--- src/emcr_pkg.sv ---
// Contract
// DRAM column width from mux code: 0..4 give 8..12 bits, reset 8.
// Software keeps the mux extension bit zero for conventional DRAM.
// SDRAM bank bits follow mux code, extension bit and bus width.
// SDRAM code 4 on 32-bit bus uses address bits 22:21 as bank.
// SDRAM code 5 on 32-bit bus uses address bit 22 as bank.
// Refresh cycles only while refresh is on; off after reset.
// Refresh interval timer keeps running while refresh is off.
// Refresh on, kind zero: periodic refresh timed by counter and constant.
// Refresh request during a bus cycle waits until that cycle ends.
// Refresh on, kind one: finish bus cycle, then enter self-refresh.
// While in self-refresh every refresh request is dropped.
// Extended data out select only moves the DRAM read sampling point.
// Card strobe timing from card register; strobe width from wait control.
// Card timing register cleared only by power-on reset.
// Timing select zero: area 5 extra waits 0, 15, 30 or 50 added.
// Timing select one: area 6 extra waits added, same encoding.
// Address to strobe delay codes give 0,1,2,3,6,9,12,15 waits.
// Area 5 delay field governs card access only with timing select zero.
// Prohibited encodings give a consistent but undefined result.
package emcr_pkg;
  localparam int unsigned ADDR_W        = 8;
  localparam logic [7:0]  OFF_MEM_CFG   = 8'h00;
  localparam logic [7:0]  OFF_CARD      = 8'h04;
  localparam logic [7:0]  OFF_CARD_AUX  = 8'h08;
  localparam logic [7:0]  OFF_REF_CONST = 8'h0c;
  localparam logic [7:0]  OFF_STATUS    = 8'h10;
  localparam logic [1:0]  RESP_OK       = 2'h0;
  localparam logic [1:0]  RESP_SLVERR   = 2'h2;
  // Memory configuration fields
  localparam int unsigned MC_EDO        = 0;
  localparam int unsigned MC_KIND       = 1;
  localparam int unsigned MC_ON         = 2;
  localparam int unsigned MC_MUX_LO     = 3;
  localparam int unsigned MC_EXT        = 6;
  localparam int unsigned MC_BUS32      = 7;
  localparam int unsigned MC_SDRAM      = 8;
  localparam int unsigned MEM_CFG_W     = 9;
  localparam logic [8:0]  MEM_CFG_RST   = 9'h000;
  // Card strobe timing fields
  localparam logic [15:0] CARD_RST      = 16'h0000;
  localparam int unsigned A5_XW_LO      = 14;
  localparam int unsigned A6_XW_LO      = 12;
  localparam int unsigned A5_DLY_LO     = 9;
  localparam int unsigned A6_DLY_LO     = 6;
  localparam int unsigned A5_HLD_LO     = 3;
  localparam int unsigned A6_HLD_LO     = 0;
  // Card auxiliary fields
  localparam int unsigned AUX_TSEL      = 0;
  localparam int unsigned AUX_BASE_LO   = 1;
  localparam logic [4:0]  AUX_RST       = 5'h00;
  // Refresh, status and decode constants
  localparam logic [7:0]  REF_CONST_RST = 8'hff;
  localparam int unsigned ST_CMF        = 0;
  localparam int unsigned ST_SELF       = 1;
  localparam int unsigned ST_PEND       = 2;
  localparam logic [3:0]  COL_BITS_RST  = 4'h8;
  localparam logic [23:0] XW_TAB        = {6'h32, 6'h1e, 6'h0f, 6'h00};
  localparam logic [31:0] DLY_TAB       = 32'hfc963210;
endpackage

--- src/emcr_top.sv ---
`timescale 1ns/1ps
module emcr_top
  import emcr_pkg::*;
(
  input  wire logic              clk,
  input  wire logic              rstn,
  input  wire logic              manual_rst,
  input  wire logic              bus_busy,
  input  wire logic [ADDR_W-1:0] s_axi_awaddr,
  input  wire logic              s_axi_awvalid,
  output logic                   s_axi_awready,
  input  wire logic [31:0]       s_axi_wdata,
  input  wire logic [3:0]        s_axi_wstrb,
  input  wire logic              s_axi_wvalid,
  output logic                   s_axi_wready,
  output logic [1:0]             s_axi_bresp,
  output logic                   s_axi_bvalid,
  input  wire logic              s_axi_bready,
  input  wire logic [ADDR_W-1:0] s_axi_araddr,
  input  wire logic              s_axi_arvalid,
  output logic                   s_axi_arready,
  output logic [31:0]            s_axi_rdata,
  output logic [1:0]             s_axi_rresp,
  output logic                   s_axi_rvalid,
  input  wire logic              s_axi_rready,
  output logic [3:0]             col_bits_r,
  output logic [4:0]             bank_lsb_r,
  output logic                   bank_two_r,
  output logic                   edo_sample_r,
  output logic                   refresh_pulse_r,
  output logic                   self_refresh_r,
  output logic [5:0]             card_extra_wait_r,
  output logic [6:0]             card_total_wait_r,
  output logic [3:0]             card_strobe_delay_r,
  output logic [3:0]             card_addr_hold_r
);
  logic [1:0]           rst_sync_r;
  logic                 rstn_s;
  logic                 aw_got_r, aw_got_nxt, w_got_r, w_got_nxt;
  logic [ADDR_W-1:0]    waddr_r, waddr_nxt;
  logic [31:0]          wdata_r, wdata_nxt;
  logic [3:0]           wstrb_r, wstrb_nxt;
  logic                 awready_nxt, wready_nxt, arready_nxt;
  logic                 bvalid_nxt, rvalid_nxt;
  logic [1:0]           bresp_nxt, rresp_nxt;
  logic [31:0]          rdata_nxt, wmask;
  logic                 wr_fire;
  logic [MEM_CFG_W-1:0] mem_cfg_r, mem_cfg_nxt;
  logic [15:0]          card_r, card_nxt;
  logic [4:0]           aux_r, aux_nxt;
  logic [7:0]           rconst_r, rconst_nxt, rcnt_r, rcnt_nxt;
  logic                 cmf_r, cmf_nxt, pend_r, pend_nxt;
  logic                 pulse_nxt, self_nxt, match;
  logic [2:0]           mux_sel, dly_code, hld_code;
  logic                 rf_on, rf_kind, tsel;
  logic [3:0]           col_nxt, dly_w, hld_w;
  logic [4:0]           bank_nxt;
  logic                 two_nxt;
  logic [5:0]           xw_nxt;

  // Async assert, synchronous release
  always_ff @(posedge clk or negedge rstn)
  begin
    if (!rstn)
      rst_sync_r <= 2'h0;
    else
      rst_sync_r <= {rst_sync_r[0], 1'b1};
  end
  assign rstn_s  = rst_sync_r[1];
  assign mux_sel = mem_cfg_r[MC_MUX_LO +: 3];
  assign rf_on   = mem_cfg_r[MC_ON];
  assign rf_kind = mem_cfg_r[MC_KIND];
  assign tsel    = aux_r[AUX_TSEL];
  assign match   = (rcnt_r == rconst_r);
  assign wr_fire = aw_got_r && w_got_r && !s_axi_bvalid;
  assign wmask   = {{8{wstrb_r[3]}}, {8{wstrb_r[2]}},
                    {8{wstrb_r[1]}}, {8{wstrb_r[0]}}};

  // Bus slave: address and data taken in either order
  always_comb
  begin
    aw_got_nxt = aw_got_r;
    w_got_nxt  = w_got_r;
    waddr_nxt  = waddr_r;
    wdata_nxt  = wdata_r;
    wstrb_nxt  = wstrb_r;
    bvalid_nxt = s_axi_bvalid;
    bresp_nxt  = s_axi_bresp;
    rvalid_nxt = s_axi_rvalid;
    rresp_nxt  = s_axi_rresp;
    rdata_nxt  = s_axi_rdata;
    if (s_axi_awvalid && s_axi_awready)
    begin
      aw_got_nxt = 1'b1;
      waddr_nxt  = s_axi_awaddr;
    end
    if (s_axi_wvalid && s_axi_wready)
    begin
      w_got_nxt = 1'b1;
      wdata_nxt = s_axi_wdata;
      wstrb_nxt = s_axi_wstrb;
    end
    if (s_axi_bvalid && s_axi_bready)
      bvalid_nxt = 1'b0;
    if (wr_fire)
    begin
      aw_got_nxt = 1'b0;
      w_got_nxt  = 1'b0;
      bvalid_nxt = 1'b1;
      case (waddr_r)
        OFF_MEM_CFG, OFF_CARD, OFF_CARD_AUX,
        OFF_REF_CONST, OFF_STATUS:  bresp_nxt = RESP_OK;
        default:                    bresp_nxt = RESP_SLVERR;
      endcase
    end
    if (s_axi_rvalid && s_axi_rready)
      rvalid_nxt = 1'b0;
    if (s_axi_arvalid && s_axi_arready)
    begin
      rvalid_nxt = 1'b1;
      rresp_nxt  = RESP_OK;
      case (s_axi_araddr)
        OFF_MEM_CFG:    rdata_nxt = {23'h0, mem_cfg_r};
        OFF_CARD:       rdata_nxt = {16'h0, card_r};
        OFF_CARD_AUX:   rdata_nxt = {27'h0, aux_r};
        OFF_REF_CONST:  rdata_nxt = {24'h0, rconst_r};
        OFF_STATUS:     rdata_nxt = {21'h0, rcnt_r, pend_r,
                                     self_refresh_r, cmf_r};
        default:
        begin
          rdata_nxt = 32'h0;
          rresp_nxt = RESP_SLVERR;
        end
      endcase
    end
    awready_nxt = !aw_got_nxt && !bvalid_nxt;
    wready_nxt  = !w_got_nxt && !bvalid_nxt;
    arready_nxt = !rvalid_nxt;
  end

  always_ff @(posedge clk or negedge rstn_s)
  begin
    if (!rstn_s)
    begin
      aw_got_r      <= 1'b0;
      w_got_r       <= 1'b0;
      waddr_r       <= '0;
      wdata_r       <= 32'h0;
      wstrb_r       <= 4'h0;
      s_axi_awready <= 1'b0;
      s_axi_wready  <= 1'b0;
      s_axi_arready <= 1'b0;
      s_axi_bvalid  <= 1'b0;
      s_axi_bresp   <= RESP_OK;
      s_axi_rvalid  <= 1'b0;
      s_axi_rresp   <= RESP_OK;
      s_axi_rdata   <= 32'h0;
    end
    else
    begin
      aw_got_r      <= aw_got_nxt;
      w_got_r       <= w_got_nxt;
      waddr_r       <= waddr_nxt;
      wdata_r       <= wdata_nxt;
      wstrb_r       <= wstrb_nxt;
      s_axi_awready <= awready_nxt;
      s_axi_wready  <= wready_nxt;
      s_axi_arready <= arready_nxt;
      s_axi_bvalid  <= bvalid_nxt;
      s_axi_bresp   <= bresp_nxt;
      s_axi_rvalid  <= rvalid_nxt;
      s_axi_rresp   <= rresp_nxt;
      s_axi_rdata   <= rdata_nxt;
    end
  end

  // Registers and refresh engine
  always_comb
  begin
    mem_cfg_nxt = mem_cfg_r;
    card_nxt    = card_r;
    aux_nxt     = aux_r;
    rconst_nxt  = rconst_r;
    cmf_nxt     = cmf_r;
    if (wr_fire)
    begin
      case (waddr_r)
        OFF_MEM_CFG:    mem_cfg_nxt = MEM_CFG_W'((32'(mem_cfg_r) & ~wmask)
                                      | (wdata_r & wmask));
        OFF_CARD:       card_nxt    = 16'((32'(card_r) & ~wmask)
                                      | (wdata_r & wmask));
        OFF_CARD_AUX:   aux_nxt     = 5'((32'(aux_r) & ~wmask)
                                      | (wdata_r & wmask));
        OFF_REF_CONST:  rconst_nxt  = 8'((32'(rconst_r) & ~wmask)
                                      | (wdata_r & wmask));
        OFF_STATUS:
          if (wstrb_r[0] && !wdata_r[ST_CMF])
            cmf_nxt = 1'b0;
        default:        cmf_nxt = cmf_r;
      endcase
    end
    // Timer runs whatever the refresh setting
    rcnt_nxt = match ? 8'h0 : rcnt_r + 8'h1;
    if (match)
      cmf_nxt = 1'b1; // Set beats a same-cycle clear
    pend_nxt  = pend_r;
    pulse_nxt = 1'b0;
    self_nxt  = self_refresh_r;
    if (match && rf_on && !rf_kind)
      pend_nxt = 1'b1;
    if (rf_on && rf_kind && !bus_busy)
      self_nxt = 1'b1;
    else if (!(rf_on && rf_kind))
      self_nxt = 1'b0;
    if (!rf_on || self_refresh_r)
      pend_nxt = 1'b0;
    else if (pend_r && !bus_busy && !rf_kind)
    begin
      pulse_nxt = 1'b1;
      pend_nxt  = match; // Fresh match outlives the drain
    end
    // Manual reset spares the card register
    if (manual_rst)
    begin
      mem_cfg_nxt = MEM_CFG_RST;
      aux_nxt     = AUX_RST;
      rconst_nxt  = REF_CONST_RST;
      rcnt_nxt    = 8'h0;
      cmf_nxt     = 1'b0;
      pend_nxt    = 1'b0;
      pulse_nxt   = 1'b0;
      self_nxt    = 1'b0;
      card_nxt    = card_r;
    end
  end

  always_ff @(posedge clk or negedge rstn_s)
  begin
    if (!rstn_s)
    begin
      mem_cfg_r       <= MEM_CFG_RST;
      card_r          <= CARD_RST;
      aux_r           <= AUX_RST;
      rconst_r        <= REF_CONST_RST;
      rcnt_r          <= 8'h0;
      cmf_r           <= 1'b0;
      pend_r          <= 1'b0;
      refresh_pulse_r <= 1'b0;
      self_refresh_r  <= 1'b0;
    end
    else
    begin
      mem_cfg_r       <= mem_cfg_nxt;
      card_r          <= card_nxt;
      aux_r           <= aux_nxt;
      rconst_r        <= rconst_nxt;
      rcnt_r          <= rcnt_nxt;
      cmf_r           <= cmf_nxt;
      pend_r          <= pend_nxt;
      refresh_pulse_r <= pulse_nxt;
      self_refresh_r  <= self_nxt;
    end
  end

  // Address mux and card timing decode
  assign dly_code = tsel ? card_r[A6_DLY_LO +: 3] : card_r[A5_DLY_LO +: 3];
  assign hld_code = tsel ? card_r[A6_HLD_LO +: 3] : card_r[A5_HLD_LO +: 3];

  emcr_wait_dec u_dly_dec (
    .code  (dly_code),
    .waits (dly_w)
  );

  emcr_wait_dec u_hld_dec (
    .code  (hld_code),
    .waits (hld_w)
  );

  always_comb
  begin
    // Prohibited codes fall back to the reset width
    col_nxt = (mux_sel <= 3'h4) ? COL_BITS_RST + 4'(mux_sel)
                                : COL_BITS_RST;
    two_nxt = 1'b0;
    case (mux_sel)
      3'h0: bank_nxt = 5'h16;
      3'h1: bank_nxt = 5'h17;
      3'h2:
      begin
        bank_nxt = 5'h17;
        two_nxt  = 1'b1;
      end
      3'h3:
      begin
        bank_nxt = 5'h18;
        two_nxt  = 1'b1;
      end
      3'h4:
      begin
        bank_nxt = 5'h16;
        two_nxt  = 1'b1;
      end
      3'h5:    bank_nxt = 5'h17;
      3'h7:    bank_nxt = 5'h15;
      default: bank_nxt = 5'h00;
    endcase
    // Extension bit only shifts codes 0 and 1
    if (mux_sel <= 3'h1 && mem_cfg_r[MC_EXT])
      bank_nxt = bank_nxt - 5'h1;
    // 32-bit bus moves every bank bit down by one, except for code 6
    if (mem_cfg_r[MC_BUS32] && bank_nxt != 5'h00)
      bank_nxt = bank_nxt - 5'h1;
    xw_nxt = tsel ? XW_TAB[6*card_r[A6_XW_LO +: 2] +: 6]
                  : XW_TAB[6*card_r[A5_XW_LO +: 2] +: 6];
  end

  always_ff @(posedge clk or negedge rstn_s)
  begin
    if (!rstn_s)
    begin
      col_bits_r          <= COL_BITS_RST;
      bank_lsb_r          <= 5'h00;
      bank_two_r          <= 1'b0;
      edo_sample_r        <= 1'b0;
      card_extra_wait_r   <= 6'h00;
      card_total_wait_r   <= 7'h00;
      card_strobe_delay_r <= 4'h0;
      card_addr_hold_r    <= 4'h0;
    end
    else
    begin
      col_bits_r          <= col_nxt;
      bank_lsb_r          <= bank_nxt;
      bank_two_r          <= two_nxt;
      // Sampling shift is meaningless for other memory types
      edo_sample_r        <= mem_cfg_r[MC_EDO] && !mem_cfg_r[MC_SDRAM];
      card_extra_wait_r   <= xw_nxt;
      card_total_wait_r   <= 7'(xw_nxt) + 7'(aux_r[AUX_BASE_LO +: 4]);
      card_strobe_delay_r <= dly_w;
      card_addr_hold_r    <= hld_w;
    end
  end
endmodule // emcr_top

--- src/emcr_wait_dec.sv ---
`timescale 1ns/1ps
module emcr_wait_dec
  import emcr_pkg::*;
#(
  parameter int unsigned CODE_W = 3,
  parameter int unsigned OUT_W  = 4,
  parameter logic [31:0] TAB    = DLY_TAB
)(
  input  wire logic [CODE_W-1:0] code,
  output logic      [OUT_W-1:0]  waits
);
  always_comb
  begin
    waits = TAB[code*OUT_W +: OUT_W];
  end
endmodule // emcr_wait_dec

--- config.mk ---
export PLATFORM = sky130hd
export DESIGN_NAME = emcr_top
export DESIGN_NICKNAME = d
export VERILOG_FILES = /design/src/emcr_pkg.sv /design/src/emcr_top.sv /design/src/emcr_wait_dec.sv
export SDC_FILE = /design/constraint.sdc
export NUM_CORES = 1
export LEC_CHECK = 0
export BUFFER_PORTS_ARGS = -buffer_cell sky130_fd_sc_hd__buf_2
export CAP_MARGIN = 10
export CELL_PAD_IN_SITES_DETAIL_PLACEMENT = 1
export CELL_PAD_IN_SITES_GLOBAL_PLACEMENT = 1
export CORE_MARGIN = 8
export CORE_UTILIZATION = 46
export CTS_CLUSTER_SIZE = 8
export DETAILED_ROUTE_END_ITERATION = 8
export PLACE_DENSITY_LB_ADDON = 0.1
export SYNTH_ARGS = -nofsm -noshare
export SYNTH_HDL_FRONTEND = slang
export SYNTH_SLANG_ARGS = --single-unit
--- constraint.sdc ---
create_clock -name clk -period 9.1 [get_ports clk]
set_clock_uncertainty 0.1 [all_clocks]
set_input_delay 1.365 -clock clk [delete_from_list [all_inputs] [get_ports clk]]
set_output_delay 1.365 -clock clk [all_outputs]
set_load 0.05 [all_outputs]
==> summary.md <==
| Metric | Value |
|---|---|
| Detail-routed via count per cell | `between 5 and 6` |
| Peak supply drop | `about 0.13 mV` |
| Htree depth | `4` |
| Initial antenna violation count | `0` |
| Residual DRC | `0` |
| P_leak | `about 3.5 nW` |
| Synth Register Bits | `133` |
| RSZ-0062 raised after global routing | `no` |
| Yosys warns | `0` |
| TritonCTS buffer count | `17` |
| Die height | `between 100 and 150 µm` |
| Die area | `roughly 17000 µm²` |
| Critical path class | `primary input to flop` |
| Max Slew Vio Count | `0` |
| Final Instance Area | `between 7000 and 8000 µm²` |
| Clk slew on worst S/H paths | `0.06 ns` |
| Post-synthesis cell area | `~6000 µm²` |
| Commonest non-fill, non-tap cells in the layout | `dfrtp_1 (124), buf_2 (98), mux2_2 (48)` |
| Critical Path RT | `around 9.4 ns` |
| Post-synth top flop | `dfrtp_1` |
| Area after DPL | `roughly 6600 µm²` |
| Port bufs | `between 90 and 100` |
| Post-CTS Resized | `0` |
| Number of distinct library cells after synthesis | `55` |
| Synthesis-to-layout area growth | `19.5%` |
| Vias | `around 4k` |
| Post-CTS Hold Fix Bufs | `0` |
| Fin. Hold Viols | `0` |
| Hold Path Depth | `0` |
| Crit share post-route | `0.333` |
| Max Freq | `0.330 GHz` |
| Worst r2r path cells | `8` |
| Clk buf depth | `2` |
| Vias in the first global route | `between 4k and 5k` |
| Max-slew headroom | `0.358` |
| Slew @ Worst Pin | `0.962 ns` |
| Leading area contributor after synthesis | `dfrtp_1` |
| Total track usage | `0.185` |
| Setup violations, final | `0` |
| Post-synth EDFFs | `0` |
| Top post-synthesis cells by area | `dfrtp_1 (52%), mux2_2 (8.9%), mux2i_1 (6.4%)` |
| Worst hold path type | `flop to flop` |
| Rows | `42` |
| Slack of the worst reg-to-reg path | `roughly 6.4 ns` |
| Hold slack | `around 0.25 ns` |
| Pin count of the biggest net entering global routing | `80` |
| CP Launch Type | `primary input` |
| RR Startpoint | `aux_r[0]` |
| Pre-CTS setup slack | `roughly 5.6 ns` |
| Setup bufs post-CTS | `0` |
| Asr flop ratio synth | `1.00` |
| Global-route wire length before repair | `between 20 and 25 mm` |
| Initial Util | `0.465` |
| Io pins | `about 140` |
| Grt ovf | `0` |
| DP Wirelength | `between 10 and 15 mm` |
| Top cell type's share of synthesized area | `0.517` |
| GPL Wtd Cong | `0.836` |
| Crit path DAT | `between 3 and 4 ns` |
| Worst setup path endpoint | `s_axi_rdata[13]` |
| Pwr dens | `roughly 240 nW/µm²` |
| Cells after Synth | `about 490` |
| DR pass1 iterations | `4` |
| Core area | `between 10000 and 15000 µm²` |
| Crit Path Max Fanout | `23` |
| Crit path time final | `3.03 ns` |
| Post-Syn Area per Cell | `12.3 µm²` |
| Worst Setup End Kind | `flop` |
| Reg2reg end | `card_total_wait_r[4]` |
| Sequential fraction of the synthesis area | `0.551` |
| Share of layout cells above drive strength 1 | `0.327` |
| Commonest non-fill, non-tap cell in the layout | `dfrtp_1` |
| Die X-Extent | `131 µm` |
| DRT iter0 DRCs | `approximately 190` |
| Routed WL | `approximately 15 mm` |
| TritonCTS clock tree | `done` |
| Ant. Diodes | `0` |
| Setup ws final | `6.07 ns` |
| WL/cell | `approximately 19 µm` |
| Total of max-cap violations | `0` |
| Root Buffer | `clkbuf_16` |
| Worst skew pair latency | `0.42 ns` |
| Critical path startpoint | `s_axi_arvalid` |
| Outcome | `completed` |
| ANT nets after route | `0` |
| Nets | `roughly 670` |
| Clock sink count | `~130` |
| Setup TNS | `0 ns` |
| Worst Min Path Start | `rst_sync_r[0]` |
[logic make-up after synthesis]
group                    count (synthesis)  share of synthesized area
multiplexers                            87                      0.154
AO/OA/AOI/OAI                           64                     0.0707
flip-flops                             133                      0.551
AND/OR/NAND/NOR                        122                      0.114
other                                    2                    0.00124
adder cells (fa/ha/maj)                 16                     0.0343
buffers and inverters                   49                     0.0440
XOR/XNOR                                21                     0.0304
[final cells by class]
cell class                 count  area (µm²)
clock buffer                  23         478
clock inverter                 8         125
fill                        1419        5800
inverter                      15        56.3
multi-input combinational    330        2520
sequential                   133        3340
tap                          176         220
timing repair buffer          99         498
[layer usage]
metal / vias up / routed length [µm] / track usage
li1: 1907 / - / -
met1: 2052 / 6690 / 0.244
met2: 115 / 6880 / 0.284
met3: 22 / 1010 / 0.0532
met4: 0 / 262 / 0.0722
met5: - / 0 / 0
[per-stage QoR]
step | utilization | total power [mW] | instances
after floorplan | - | 0.986 | 512
after global placement | 0.509 | 1.05 | 753
after detailed placement | 0.509 | 1.07 | 753
after CTS | 0.555 | 1.77 | 784
after global routing | 0.555 | 1.83 | 784
final | 0.555 | 1.75 | 784
[worst min-delay path by stage]
stage and end:
2_1_floorplan rst_sync_r[1], 3_3_place_gp rst_sync_r[1], 3_5_place_dp rst_sync_r[1], 4_1_cts rst_sync_r[1], 5_1_grt rst_sync_r[1], 6_report rst_sync_r[1]
[where the power goes]
part | internal [mW] | switching (mW) | leakage [nW] | total [mW]
Combinational | 0.110 | 0.168 | 1.52 | 0.278
Clock | 0.450 | 0.244 | 0.293 | 0.694
Sequential | 0.677 | 0.103 | 1.73 | 0.780
[worst max-delay path, stage by stage]
cell	delay, ns
buf_2	0.09
nand2_1	0.46
or4_1	0.87
nor2_2	0.33
a22o_1	0.18
[synthesized netlist by cell type (4+ instances only)]
library cell  count
xnor2_1           5
inv_1            14
nor2_1           44
clkbuf_1         12
o21ai_1           6
mux2i_1          39
nor2b_1           7
and3_1            4
a22oi_1           8
a22o_1            6
dfrtp_1         125
xor2_1           16
nand2b_1          4
ha_1             15
buf_4            20
dfstp_2           8
nor4_1            6
o21ai_0          11
nand3_1           5
mux2_2           48
nand2_1          23
a21oi_1          14
No activity file was read; power rests on OpenSTA's default activity.
